<file path="src/quad_video_pkg.sv">
// Shared constants and types for the quad link video sink
package quad_video_pkg;

	// ==========================================================
	// Line and frame timing, in link clocks and lines; FB_H_TOTAL in reference clocks
	localparam int H_ACTIVE    = 480;
	localparam int HBLANK_MIN  = 40;
	localparam int HBLANK_MAX  = 200;
	localparam int HTOTAL_MIN  = 520;
	localparam int HTOTAL_MAX  = 680;
	localparam int V_ACTIVE    = 1080;
	localparam int VBLANK_MIN  = 20;
	localparam int VBLANK_MAX  = 86;
	localparam int VBLANK2_MIN = 228;
	localparam int VBLANK2_MAX = 300;
	localparam int VTOTAL_MIN  = 1100;
	localparam int VTOTAL_MAX  = 1166;
	localparam int VTOTAL2_MIN = 1308;
	localparam int VTOTAL2_MAX = 1380;
	localparam int FB_H_TOTAL  = 550;

	// ==========================================================
	// Link loss detection
	localparam int CLK_PERIOD_NS = 40;
	localparam int LOSS_TIME_NS  = 10000;
	localparam int LOSS_CYCLES   =
		(LOSS_TIME_NS + CLK_PERIOD_NS - 1) / CLK_PERIOD_NS;

	// ==========================================================
	// Register map
	localparam logic [7:0] CTRL_ADDR    = 8'h00;
	localparam logic [7:0] STATUS_ADDR  = 8'h04;
	localparam logic [7:0] ERRORS_ADDR  = 8'h08;
	localparam logic [7:0] MEASURE_ADDR = 8'h0C;
	localparam logic [1:0] CTRL_RESET   = 2'h1;
	localparam int CTRL_ENABLE = 0;
	localparam int CTRL_FORCE  = 1;
	localparam int ERR_ACTIVE  = 0;
	localparam int ERR_HBLANK  = 1;
	localparam int ERR_HTOTAL  = 2;
	localparam int ERR_LINES   = 3;
	localparam int ERR_VBLANK  = 4;
	localparam int ERR_VTOTAL  = 5;
	localparam int ERR_W       = 6;

	// ==========================================================
	// Strap bit positions
	localparam int STRAP_DEPTH = 0;
	localparam int STRAP_JEIDA = 1;
	localparam int STRAP_DIM   = 2;
	localparam int STRAP_NOSIG = 3;

	typedef enum logic [1:0] {
		MODE_FALLBACK = 2'b01,
		MODE_LIVE     = 2'b10
	} mode_t;

endpackage

</file>
<file path="src/link_capture_if.sv">
// Captured link words passed from the pin sampler to the timing core
`timescale 1ns/1ns
`default_nettype none
interface link_capture_if #(parameter int LINKS = 4);
	logic                   link_tick;
	logic [LINKS-1:0]       alive;
	logic                   de;
	logic [LINKS-1:0][29:0] raw;
	logic [3:0]             straps;
	modport source (output link_tick, alive, de, raw, straps);
	modport sink   (input  link_tick, alive, de, raw, straps);
endinterface
`default_nettype wire

</file>
<file path="src/link_capture.sv">
// Pin synchroniser, link clock edge finder and link loss watch
`timescale 1ns/1ns
`default_nettype none
module link_capture #(
	parameter int LINKS = 4
) (
	// Clock and reset
	input  wire logic                   ref_clk,
	input  wire logic                   reset,
	// Link and strap pins
	input  wire logic [LINKS-1:0]       clock_pos,
	input  wire logic                   de_pin,
	input  wire logic [LINKS-1:0][23:0] main_pin,
	input  wire logic [LINKS-1:0][5:0]  extra_pin,
	input  wire logic [3:0]             strap_pin,
	// Toward the timing core
	link_capture_if.source              cap
);
	import quad_video_pkg::*;

	localparam int PW = 5 + LINKS * 30;
	localparam int CW = $clog2(LOSS_CYCLES + 1);

	logic [LINKS-1:0]       clk_s1;
	logic [LINKS-1:0]       clk_s2;
	logic [LINKS-1:0]       clk_s3;
	logic [PW-1:0]          pin_s1;
	logic [PW-1:0]          pin_s2;
	wire  [PW-1:0]          pins = {strap_pin, de_pin, extra_pin, main_pin};
	wire                    tick = clk_s2[0] & ~clk_s3[0];
	wire  [LINKS-1:0][29:0] grouped;

	// ==========================================================
	// Two stages on every pin; data and clock share latency
	always_ff @(posedge ref_clk) begin
		clk_s1 <= clock_pos;
		clk_s2 <= clk_s1;
		clk_s3 <= clk_s2;
		pin_s1 <= pins;
		pin_s2 <= pin_s1;
	end

	// ==========================================================
	// Word capture on the first link's rising edge
	always_ff @(posedge ref_clk) begin
		if (reset) begin
			cap.link_tick <= 1'b0;
			cap.de        <= 1'b0;
			cap.raw       <= '0;
			cap.straps    <= 4'h0;
		end else begin
			cap.link_tick <= tick;
			cap.straps    <= pin_s2[PW-1 -: 4];
			if (tick) begin
				cap.de  <= pin_s2[LINKS*30];
				cap.raw <= grouped;
			end
		end
	end

	// ==========================================================
	// Per link: regroup pairs and time out a silent clock
	for (genvar l = 0; l < LINKS; l++) begin : g_link
		logic [CW-1:0] idle;
		assign grouped[l] = {pin_s2[LINKS*24 + l*6 +: 6],
			pin_s2[l*24 +: 24]};
		always_ff @(posedge ref_clk) begin
			if (reset)
				idle <= CW'(LOSS_CYCLES);
			else if (clk_s2[l] != clk_s3[l])
				idle <= '0;
			else if (idle != CW'(LOSS_CYCLES))
				idle <= idle + 1'b1;
		end
		assign cap.alive[l] = idle != CW'(LOSS_CYCLES);
	end

	if (LINKS < 1) begin : g_bad_links
		$error("link_capture needs at least one link");
	end
endmodule
`default_nettype wire

</file>
<file path="src/quad_link_video_sink.sv">
// Quad link video sink: DE-only timing check, decode and fallback
// Overview of operation
// - Frame by data enable; syncs unused
// - No video: black or test pattern by strap
// - Pair E only for 10-bit; ignored otherwise
// - Local dimming enable input, unconnected when unused
// - Four links, each clock plus pairs A-E
// - Depth strap high selects 10-bit, low 8-bit
// - Mapping strap high JEIDA, low VESA
// - Each colour is 10-bit unsigned grey level
`timescale 1ns/1ns
`default_nettype none
module quad_link_video_sink #(
	parameter int LINKS = 4
) (
	// Clock and reset
	input  wire logic                   ref_clk,
	input  wire logic                   reset,
	// APB register port
	input  wire logic [7:0]             paddr,
	input  wire logic                   psel,
	input  wire logic                   penable,
	input  wire logic                   pwrite,
	input  wire logic [31:0]            pwdata,
	output logic [31:0]                 prdata,
	output logic                        pready,
	output logic                        pslverr,
	// Deserialised links
	input  wire logic [LINKS-1:0]       link_clock_pos,
	input  wire logic                   link_de,
	input  wire logic [LINKS-1:0][23:0] link_main,
	input  wire logic [LINKS-1:0][5:0]  link_pair_e,
	// Straps
	input  wire logic                   depth_select,
	input  wire logic                   jeida_select,
	input  wire logic                   local_dim_enable,
	input  wire logic                   no_signal_mode,
	// Display side
	output logic [LINKS-1:0][29:0]      pixel_out,
	output logic                        pixel_valid,
	output logic                        local_dim_active,
	output logic                        signal_present
);
	import quad_video_pkg::*;

	function automatic logic [11:0] sat_inc(input logic [11:0] v);
		return (v == 12'hFFF) ? v : 12'(v + 12'h001);
	endfunction
	function automatic logic in_range(input logic [11:0] v,
		input int lo, input int hi);
		return (int'(v) >= lo) && (int'(v) <= hi);
	endfunction
	function automatic logic [9:0] map_colour(input logic [7:0] m,
		input logic [1:0] x, input logic ten, input logic jeida);
		if (!ten)
			return {m, 2'h0};
		return jeida ? {m, x} : {x, m};
	endfunction
	link_capture_if #(.LINKS(LINKS)) cap ();
	link_capture #(.LINKS(LINKS)) u_capture (
		.ref_clk   (ref_clk),
		.reset     (reset),
		.clock_pos (link_clock_pos),
		.de_pin    (link_de),
		.main_pin  (link_main),
		.extra_pin (link_pair_e),
		.strap_pin ({no_signal_mode, local_dim_enable, jeida_select,
			depth_select}),
		.cap       (cap.source)
	);

	// ==========================================================
	// Line and frame measurement, DE edges only
	wire         tick    = cap.link_tick;
	wire         de      = cap.de;
	wire         depth10 = cap.straps[STRAP_DEPTH];
	wire         jeida   = cap.straps[STRAP_JEIDA];
	wire         pat_sel = cap.straps[STRAP_NOSIG];
	logic        de_prev;
	logic        locked;
	logic [11:0] h_cnt;
	logic [11:0] de_cnt;
	logic [11:0] gap_cnt;
	logic [11:0] line_pos;
	logic [11:0] gap_lines;
	logic [11:0] line_cnt;
	logic [11:0] h_last;
	logic [11:0] v_last;
	mode_t       mode;
	wire         rise      = tick & de & ~de_prev;
	wire         fall      = tick & ~de & de_prev;
	wire         frame_gap = gap_cnt > 12'(HBLANK_MAX);
	wire         line_chk  = locked & rise & ~frame_gap;
	wire         frame_chk = locked & rise & frame_gap;
	wire         pos_wrap  = (h_last != 12'h000) && (line_pos >= h_last);
	wire  [11:0] vblank    = 12'(gap_lines - 12'h001);
	wire  [11:0] vtotal    = 12'(line_cnt + vblank);
	always_ff @(posedge ref_clk) begin
		if (reset) begin
			de_prev <= 1'b0;
			h_cnt   <= 12'h000;
			de_cnt  <= 12'h000;
			gap_cnt <= 12'h000;
		end else if (tick) begin
			de_prev <= de;
			h_cnt   <= rise ? 12'h001 : sat_inc(h_cnt);
			de_cnt  <= rise ? 12'h001 : (de ? sat_inc(de_cnt) : de_cnt);
			gap_cnt <= fall ? 12'h001 : (de ? 12'h000 : sat_inc(gap_cnt));
		end
	end
	// Blank lines are counted against the last measured line length
	always_ff @(posedge ref_clk) begin
		if (reset) begin
			line_pos  <= 12'h000;
			gap_lines <= 12'h000;
			line_cnt  <= 12'h000;
			h_last    <= 12'h000;
		end else if (tick) begin
			line_pos  <= (rise | pos_wrap) ? 12'h001 : sat_inc(line_pos);
			gap_lines <= rise ? 12'h000
				: (pos_wrap ? sat_inc(gap_lines) : gap_lines);
			if (rise)
				line_cnt <= frame_gap ? 12'h001 : sat_inc(line_cnt);
			if (rise & ~frame_gap)
				h_last <= h_cnt;
		end
	end
	// Checks start only after a whole frame gap has been seen
	always_ff @(posedge ref_clk) begin
		if (reset) begin
			locked <= 1'b0;
			v_last <= 12'h000;
		end else begin
			if (!signal_present)
				locked <= 1'b0;
			else if (rise & frame_gap)
				locked <= 1'b1;
			if (frame_chk)
				v_last <= vtotal;
		end
	end
	wire [ERR_W-1:0] err_set;
	assign err_set[ERR_ACTIVE] = locked & fall
		& (de_cnt != 12'(H_ACTIVE));
	assign err_set[ERR_HBLANK] = line_chk
		& ~in_range(gap_cnt, HBLANK_MIN, HBLANK_MAX);
	assign err_set[ERR_HTOTAL] = line_chk
		& ~in_range(h_cnt, HTOTAL_MIN, HTOTAL_MAX);
	assign err_set[ERR_LINES]  = frame_chk
		& (line_cnt != 12'(V_ACTIVE));
	assign err_set[ERR_VBLANK] = frame_chk
		& ~(in_range(vblank, VBLANK_MIN, VBLANK_MAX)
		| in_range(vblank, VBLANK2_MIN, VBLANK2_MAX));
	assign err_set[ERR_VTOTAL] = frame_chk
		& ~(in_range(vtotal, VTOTAL_MIN, VTOTAL_MAX)
		| in_range(vtotal, VTOTAL2_MIN, VTOTAL2_MAX));

	// ==========================================================
	// APB slave, zero wait states
	logic [1:0]       ctrl;
	logic [ERR_W-1:0] errors;
	wire              setup  = psel & ~penable;
	wire              wr     = psel & penable & pready & pwrite;
	wire              mapped = (paddr == CTRL_ADDR)
		| (paddr == STATUS_ADDR) | (paddr == ERRORS_ADDR)
		| (paddr == MEASURE_ADDR);
	wire [ERR_W-1:0]  err_clr = (wr && paddr == ERRORS_ADDR)
		? pwdata[ERR_W-1:0] : '0;
	wire [31:0]       status_word = 32'({cap.alive, cap.straps, locked,
		mode == MODE_LIVE});
	wire [31:0]       rd_mux =
		(paddr == CTRL_ADDR)    ? {30'h0, ctrl} :
		(paddr == STATUS_ADDR)  ? status_word :
		(paddr == ERRORS_ADDR)  ? 32'(errors) :
		(paddr == MEASURE_ADDR) ? {4'h0, v_last, 4'h0, h_last} : 32'h0;

	always_ff @(posedge ref_clk) begin
		if (reset) begin
			pready  <= 1'b0;
			pslverr <= 1'b0;
			prdata  <= 32'h0;
			ctrl    <= CTRL_RESET;
			errors  <= '0;
		end else begin
			pready  <= setup;
			pslverr <= setup & ~mapped;
			prdata  <= setup ? rd_mux : 32'h0;
			if (wr && paddr == CTRL_ADDR)
				ctrl <= pwdata[1:0];
			// A new event wins over a clear in the same cycle
			errors <= (errors & ~err_clr) | err_set;
		end
	end

	// ==========================================================
	// Pixel path and fallback display
	logic  [11:0]           fb_h;
	wire                    live_ok = (&cap.alive) & ctrl[CTRL_ENABLE]
		& ~ctrl[CTRL_FORCE];
	wire                    fb_active = fb_h < 12'(H_ACTIVE);
	wire   [2:0]            bar = ~fb_h[8:6];
	wire   [29:0]           bar_pix = {{10{bar[2]}}, {10{bar[1]}},
		{10{bar[0]}}};
	wire   [LINKS-1:0][29:0] pattern = {LINKS{bar_pix}};
	wire   [LINKS-1:0][29:0] decoded;
	for (genvar l = 0; l < LINKS; l++) begin : g_dec
		for (genvar c = 0; c < 3; c++) begin : g_col
			assign decoded[l][c*10 +: 10] = map_colour(
				cap.raw[l][c*8 +: 8], cap.raw[l][24 + c*2 +: 2],
				depth10, jeida);
		end
	end

	always_ff @(posedge ref_clk) begin
		if (reset) begin
			mode             <= MODE_FALLBACK;
			fb_h             <= 12'h000;
			signal_present   <= 1'b0;
			local_dim_active <= 1'b0;
		end else begin
			mode             <= live_ok ? MODE_LIVE : MODE_FALLBACK;
			fb_h             <= (fb_h == 12'(FB_H_TOTAL - 1)) ? 12'h000
				: 12'(fb_h + 12'h001);
			signal_present   <= &cap.alive;
			local_dim_active <= cap.straps[STRAP_DIM];
		end
	end

	always_ff @(posedge ref_clk) begin
		if (reset) begin
			pixel_out   <= '0;
			pixel_valid <= 1'b0;
		end else begin
			unique case (mode)
				MODE_LIVE: begin
					pixel_valid <= tick & de;
					if (tick)
						pixel_out <= decoded;
				end
				MODE_FALLBACK: begin
					pixel_valid <= fb_active;
					pixel_out   <= pat_sel ? pattern : '0;
				end
			endcase
		end
	end

	if (LINKS != 4) begin : g_bad_links
		$error("quad_link_video_sink serves exactly four links");
	end
endmodule
`default_nettype wire

</file>
<file path="config.mk">
export PLATFORM = sky130hd
export DESIGN_NAME = quad_link_video_sink
export DESIGN_NICKNAME = d
export VERILOG_FILES = /design/src/quad_video_pkg.sv /design/src/link_capture_if.sv /design/src/link_capture.sv /design/src/quad_link_video_sink.sv
export SDC_FILE = /design/constraint.sdc
export NUM_CORES = 1
export LEC_CHECK = 0
export BUFFER_PORTS_ARGS = -buffer_cell sky130_fd_sc_hd__buf_2
export CORE_ASPECT_RATIO = 1.2
export CORE_MARGIN = 2
export CORE_UTILIZATION = 50
export CTS_BUF_LIST = sky130_fd_sc_hd__clkbuf_16
export DETAILED_ROUTE_END_ITERATION = 7
export HOLD_SLACK_MARGIN = 0.08
export PLACE_DENSITY_LB_ADDON = 0.12
export SLEW_MARGIN = 20
export SYNTH_ARGS = -nofsm -noshare
export SYNTH_HDL_FRONTEND = slang
export SYNTH_HIERARCHICAL = 1
export SYNTH_SLANG_ARGS = --single-unit
export TNS_END_PERCENT = 50
</file>
<file path="constraint.sdc">
create_clock -name ref_clk -period 5.6 [get_ports ref_clk]
set_input_delay 0.28 -clock ref_clk [delete_from_list [all_inputs] [get_ports ref_clk]]
set_output_delay 0.28 -clock ref_clk [all_outputs]
set_load 0.05 [all_outputs]
</file>
======== Word level (Yosys, flattened, before mapping) ========
Index checks and enable logic that the tools add are counted.
word-level totals
  register bits ........................... 689
  input bits .............................. 174
  output and inout bits ................... 157
  logic and storage cells ................. 242
cells by class
  add/sub/neg operators ................... 13
  $lt $le $gt $ge ......................... 15
  equal/unequal tests ..................... 29
  multiplexer cells ....................... 57
  bitwise gates (word level) .............. 48
  reductions and logical operators ........ 34
operator list
  operator                                                          count
  two-way mux 10 bit                                                27
  two-way mux 120 bit                                               2
  one-hot mux 120 bit (2 select lines)                              1
  two-way mux 12 bit                                                15
  adder 12 x 1 -> 12 bit, second input constant                     7
  == test 12 bit, second input constant                             6
  two-way mux 8 bit                                                 8
  adder 8 x 1 -> 8 bit, second input constant                       4
  != test 8 bit, second input constant                              4
  AND 1 bit                                                         24
  >= comparator 12 x 11 -> 1 bit, second input constant             2
  less-or-equal comparator 12 x 11 -> 1 bit, second input constant  2
  == test 8 x 4 -> 1 bit, second input constant                     2
  NOT 1 bit                                                         14
  OR reduction 2 bit                                                7
  adder 12 bit                                                      1
  == test 12 x 10 -> 1 bit, second input constant                   1
  >= comparator 12 x 10 -> 1 bit, second input constant             1
  >= comparator 12 bit                                              1
  >= comparator 12 x 5 -> 1 bit, second input constant              1
  >= comparator 12 x 6 -> 1 bit, second input constant              1
  >= comparator 12 x 8 -> 1 bit, second input constant              1
  > comparator 12 x 8 -> 1 bit, second input constant               1
  less-or-equal comparator 12 x 10 -> 1 bit, second input constant  1
  31 further kinds                                                  62

======== Longest topological paths before layout ========
  depth after elaboration ................. 8
  depth in mapped cells ................... 15
  depth with buffers taken out ............ 15

======== Cells and area by module ========
Netlist, hierarchy kept.
modules (own cells, without submodules)
  module                instances  cells each  area an instance (sq um)  sequential area each (sq um)
  quad_link_video_sink  1          1596        13411.6                   5385.2
  link_capture          1          846         11317.1                   8408.1

======== Worst setup path after synthesis ========
Ideal clock, no wire load.
  path kind ............................... reg2reg
  start ................................... register gap_lines[0]
  end ..................................... register errors[5]
  setup time .............................. 0.115 ns
  arrival ................................. 3.089 ns
  data required time ...................... 5.485 ns
  slack ................................... 2.397 ns
  stages on the path, launching flop included .. 14
  path buffers ............................ 1
  clock period less this slack ............ 3.203 ns
  cell sequence ........................... dfxtp_1 inv_1 ha_1 nor3b_1 xor2_1 ha_1 clkbuf_1 o2111ai_1 nand4b_1 o31ai_1 xor2_1 nor4_1 a211oi_1 o21a_1
between the ends
  longest elaborated chain between the ends .. 8
  elaborated cells between the ends (all ways) .. 12
  classes of those cells .................. add/sub: 2; order compare: 4; bitwise: 4; reduce/logical: 2
ends and longest elaborated chain
  item                                                                                                line                         RTL
  from (decl)                                                                                         quad_link_video_sink.sv:85   logic [11:0] gap_lines;
  from (signal assigned)                                                                              quad_link_video_sink.sv:120  gap_lines <= rise ? 12'h000
  subtractor 12 x 1 -> 12 bit (*)                                                                     quad_link_video_sink.sv:96   wire [11:0] vblank = 12'(gap_lines - 12'h001);
  adder 12 bit (*)                                                                                    quad_link_video_sink.sv:97   wire [11:0] vtotal = 12'(line_cnt + vblank);
  >= comparator 12 x 11 -> 1 bit / less-or-equal comparator 12 x 11 -> 1 bit (equally long branches)  quad_link_video_sink.sv:51   return (int'(v) >= lo) && (int'(v) <= hi);
  logical AND 1 bit                                                                                   quad_link_video_sink.sv:51
  bitwise OR 1 bit (*)                                                                                quad_link_video_sink.sv:156  | in_range(vtotal, VTOTAL2_MIN, VTOTAL2_MAX));
  NOT 1 bit (*)                                                                                       quad_link_video_sink.sv:155  & ~(in_range(vtotal, VTOTAL_MIN, VTOTAL_MAX)
  AND 1 bit (*)                                                                                       quad_link_video_sink.sv:155
  bitwise OR 6 bit (*)                                                                                quad_link_video_sink.sv:191  errors <= (errors & ~err_clr) | err_set;
  to (signal assigned)                                                                                quad_link_video_sink.sv:191
  to (decl)                                                                                           quad_link_video_sink.sv:161  logic [ERR_W-1:0] errors;
Mark *: on every way between the ends. The rest lies on a longest branch, timed or not.
A chain may end at the register's enable or synchronous reset.

======== Worst setup path after layout ========
Ends and elaborated chain as after synthesis.

==> summary.md <==
| Metric | Value |
|---|---|
| Hold Path Origin | `psel` |
| Crit Path Class | `flip-flop to flip-flop` |
| Critical R2R Capture | `errors[5]` |
| Number of global-route vias before repair | `18308` |
| Pwr Density | `373 nW/um^2` |
| Hold Path Stages | `3` |
| Layout Skew | `0.0174 ns` |
| Die X | `207 um` |
| Worst Tran Pin Value | `1.17 ns` |
| Worst setup path startpoint | `gap_lines[0]` |
| CP Launch Type | `flip-flop` |
| Core area | `49000 sq um` |
| Clock Path Buffers | `3` |
| Setup Buffers After CTS | `0` |
| Mapped Avg Cell Area | `10.1 sq um` |
| Grt ovf | `0` |
| Via Count | `18344` |
| Row count | `89` |
| Pin count of the biggest net entering global routing | `209` |
| Worst-skew pair later-pin latency | `0.60 ns` |
| Synth Cell Area | `24700 sq um` |
| CTS resizes | `0` |
| Reg2Reg Setup Slack | `1.91 ns` |
| FF-to-FF Start | `gap_lines[0]` |
| Worst Hold Path EP | `pslverr` |
| # IOs | `331` |
| MaxCap Viol Count | `0` |
| EDFF count, synth | `0` |
| Port Buf Inserts | `296` |
| Final Power | `0.0113 W` |
| Final setup margin | `1.91 ns` |
| Final WL | `58.4 mm` |
| Max-slew headroom | `22.3%` |
| VDD IR max | `0.000316 V` |
| Hold slack | `0.152 ns` |
| Routed Antenna Nets | `0` |
| DRC | `0` |
| Slew Viols, Final | `0` |
| Critical Path RT | `6.09 ns` |
| CTS Root Cell | `clkbuf_16` |
| Fillcell total | `4074` |
| H-tree depth | `3` |
| Die Span Y | `248 um` |
| Die ar. | `51300 sq um` |
| CTS tree | `built` |
| Distinct cells, synth | `72` |
| Reg2Reg Depth | `12` |
| Final setup fails | `0` |
| Crit end category | `flip-flop` |
| Period utilization | `65.9%` |
| Routability-driven placement congestion ratio | `0.810` |
| Total clock sinks | `689` |
| Dpl cells | `3249` |
| Area Growth Syn to Fin | `22.4%` |
| Fin crit period | `3.69 ns` |
| Initial drt markers | `933` |
| Leakage power | `12.8 nW` |
| Pre-CTS setup slack | `1.88 ns` |
| TritonCTS Buffers | `68` |
| Fin cells | `3512` |
| Register area share after synthesis | `55.8%` |
| DPL Wire Length | `36.6 mm` |
| Setup TNS | `0 ns` |
| Register area | `13800 sq um` |
| Fraction of layout cells with a size suffix above 1 | `19.3%` |
| Mapped Cells | `2442` |
| First-pass GRT wire length | `93.8 mm` |
| Antenna violations before repair | `4` |
| Critical path peak fanout | `10` |
| YS warnings | `6` |
| Fmax | `271 MHz` |
| Status | `finished, final reports clean` |
| Crit path DAT | `4.18 ns` |
| Post-synth ARST share | `0%` |
| Multi-input logic area | `10200 sq um` |
| Nets | `3046` |
| RSZ-0062 raised after global routing | `false` |
| Worst-path clk slew | `0.06 ns` |
| Main synth FF type | `dfxtp_1` |
| GRT Resource Usage Total | `22.3%` |
| Initial Util | `50.5%` |
| Drt first pass iters | `5` |
| Via density | `5.22` |
| #FFs+latches synth | `689` |
| Fin. Hold Viols | `0` |
| Routed wire length per instance | `16.6 um` |
| Hold crit path type | `input port to flip-flop` |
[synth_stat cells (4+ instances only)]
master	number	area, sq um
clkbuf_1	107	402
a211o_1	6	52.6
nand4_1	22	138
a31oi_1	4	25.0
a22oi_1	5	37.5
nor3b_1	4	30.0
nor3_1	146	731
nor2_1	398	1490
mux2_2	124	1400
nor4b_1	10	87.6
and4_1	6	52.6
ha_1	49	613
xor2_1	48	420
nand3b_1	8	60.1
a211oi_1	15	113
mux2i_1	139	1390
or2_2	9	56.3
buf_2	9	45.0
or3_1	30	188
buf_4	16	120
buf_1	7	26.3
a2111oi_0	4	35.0
inv_1	49	184
o21a_1	4	30.0
nand3_1	62	310
and2_1	16	100
a21oi_1	163	816
nand2_1	75	282
o211a_1	13	130
and3_1	14	87.6
a21o_1	14	105
nor2b_1	12	75.1
nor4_1	22	138
buf_6	5	56.3
a311oi_1	4	35.0
xnor2_1	41	359
o21ai_0	33	165
nand2b_1	9	56.3
dfxtp_1	689	13800
[placed cells by master (no fill, tap or decap), types with 10 or more instances in the layout]
cell type and n:
and2_1 16, dlygate4sd3_1 140, nor4_1 22, nor3_1 145, nand4_1 22, xnor2_1 41
buf_2 295, a211oi_1 15, a21o_1 14, mux2_2 124, o21ai_0 33, o211a_1 13
nand2_1 75, mux2i_1 139, bufinv_16 10, nor2b_1 12, nor2_1 398, or3_1 30
nand3_1 61, clkbuf_16 69, nor4b_1 10, inv_1 62, xor2_1 48, ha_1 48
dfxtp_1 688, clkinv_2 13, a21oi_1 163, and3_1 14
[registers in the layout (all words and copies together), names as in the netlist, 24 cells and up]
name / cells
u_capture/cap.raw: 120
prdata: 24
u_capture/pin_s2: 125
pixel_out: 120
u_capture/pin_s1: 125
u_capture/g_link.idle: 32
[cell type report]
class,count,share of cell area [%]
clock inverter,50,1.71
multi-input combinational,1567,33.7
sequential,689,45.6
antenna,4,0.0331
timing repair buffer,447,9.98
inverter,49,0.608
tap,637,2.63
clock buffer,69,5.71
[power by group]
part	total [W]	switching (W)	internal, W
clock	0.00461	0.00190	0.00271
combinational	0.00134	0.000889	0.000447
sequential	0.00533	0.000158	0.00518
total	0.0113	0.00294	0.00834
[repair_timing]
item | 4_1_cts | 5_1_grt
endpoints found under the hold margin | 143 | 0
hold buffers | 140 | 0
setup endpoints to repair | 0 | 0
[worst max-delay path, stage by stage (launching register included)]
cell	delay, ns
dfxtp_1	0.40
inv_1	0.12
ha_1	0.22
nor3b_1	0.47
xor2_1	0.32
ha_1	0.39
o2111ai_1	0.15
nand4b_1	0.15
o31ai_1	0.57
xor2_1	0.19
nor4_1	0.33
a211oi_1	0.11
o21a_1	0.18
[per-layer routing]
metal	track usage [%]	vias to the layer above	share of wire [%]
met5	0	-	0
met4	10.1	0	3.7
met2	39.5	367	49
li1	-	9152	-
met1	26.2	8707	42
met3	4.30	118	4.6
[how the worst max path moves through the flow]
stage,slack (ns),endpoint
2_1_floorplan,2.40,errors[5]
3_3_place_gp,1.98,errors[5]
3_5_place_dp,1.88,errors[5]
4_1_cts,1.86,errors[5]
5_1_grt,1.54,errors[5]
6_report,1.91,errors[5]
[kinds of logic after synthesis]
group | Yosys count | synth area share (%)
multiplexers | 264 | 11.4
AND/OR/NAND/NOR | 861 | 16.4
adder cells (fa/ha/maj) | 50 | 2.56
flip-flops | 689 | 55.8
AO/OA/AOI/OAI | 295 | 7.33
other | 1 | 0.0152
XOR/XNOR | 89 | 3.15
buffers and inverters | 193 | 3.37
[metrics by stage]
stage	area (sq um)	utilization [%]
6_report	30300	61.8
5_1_grt	30300	61.8
4_1_cts	30200	61.7
3_5_place_dp	26600	54.3
3_3_place_gp	26600	54.2
2_1_floorplan	24800	-
No activity file was read; power rests on OpenSTA's default activity.
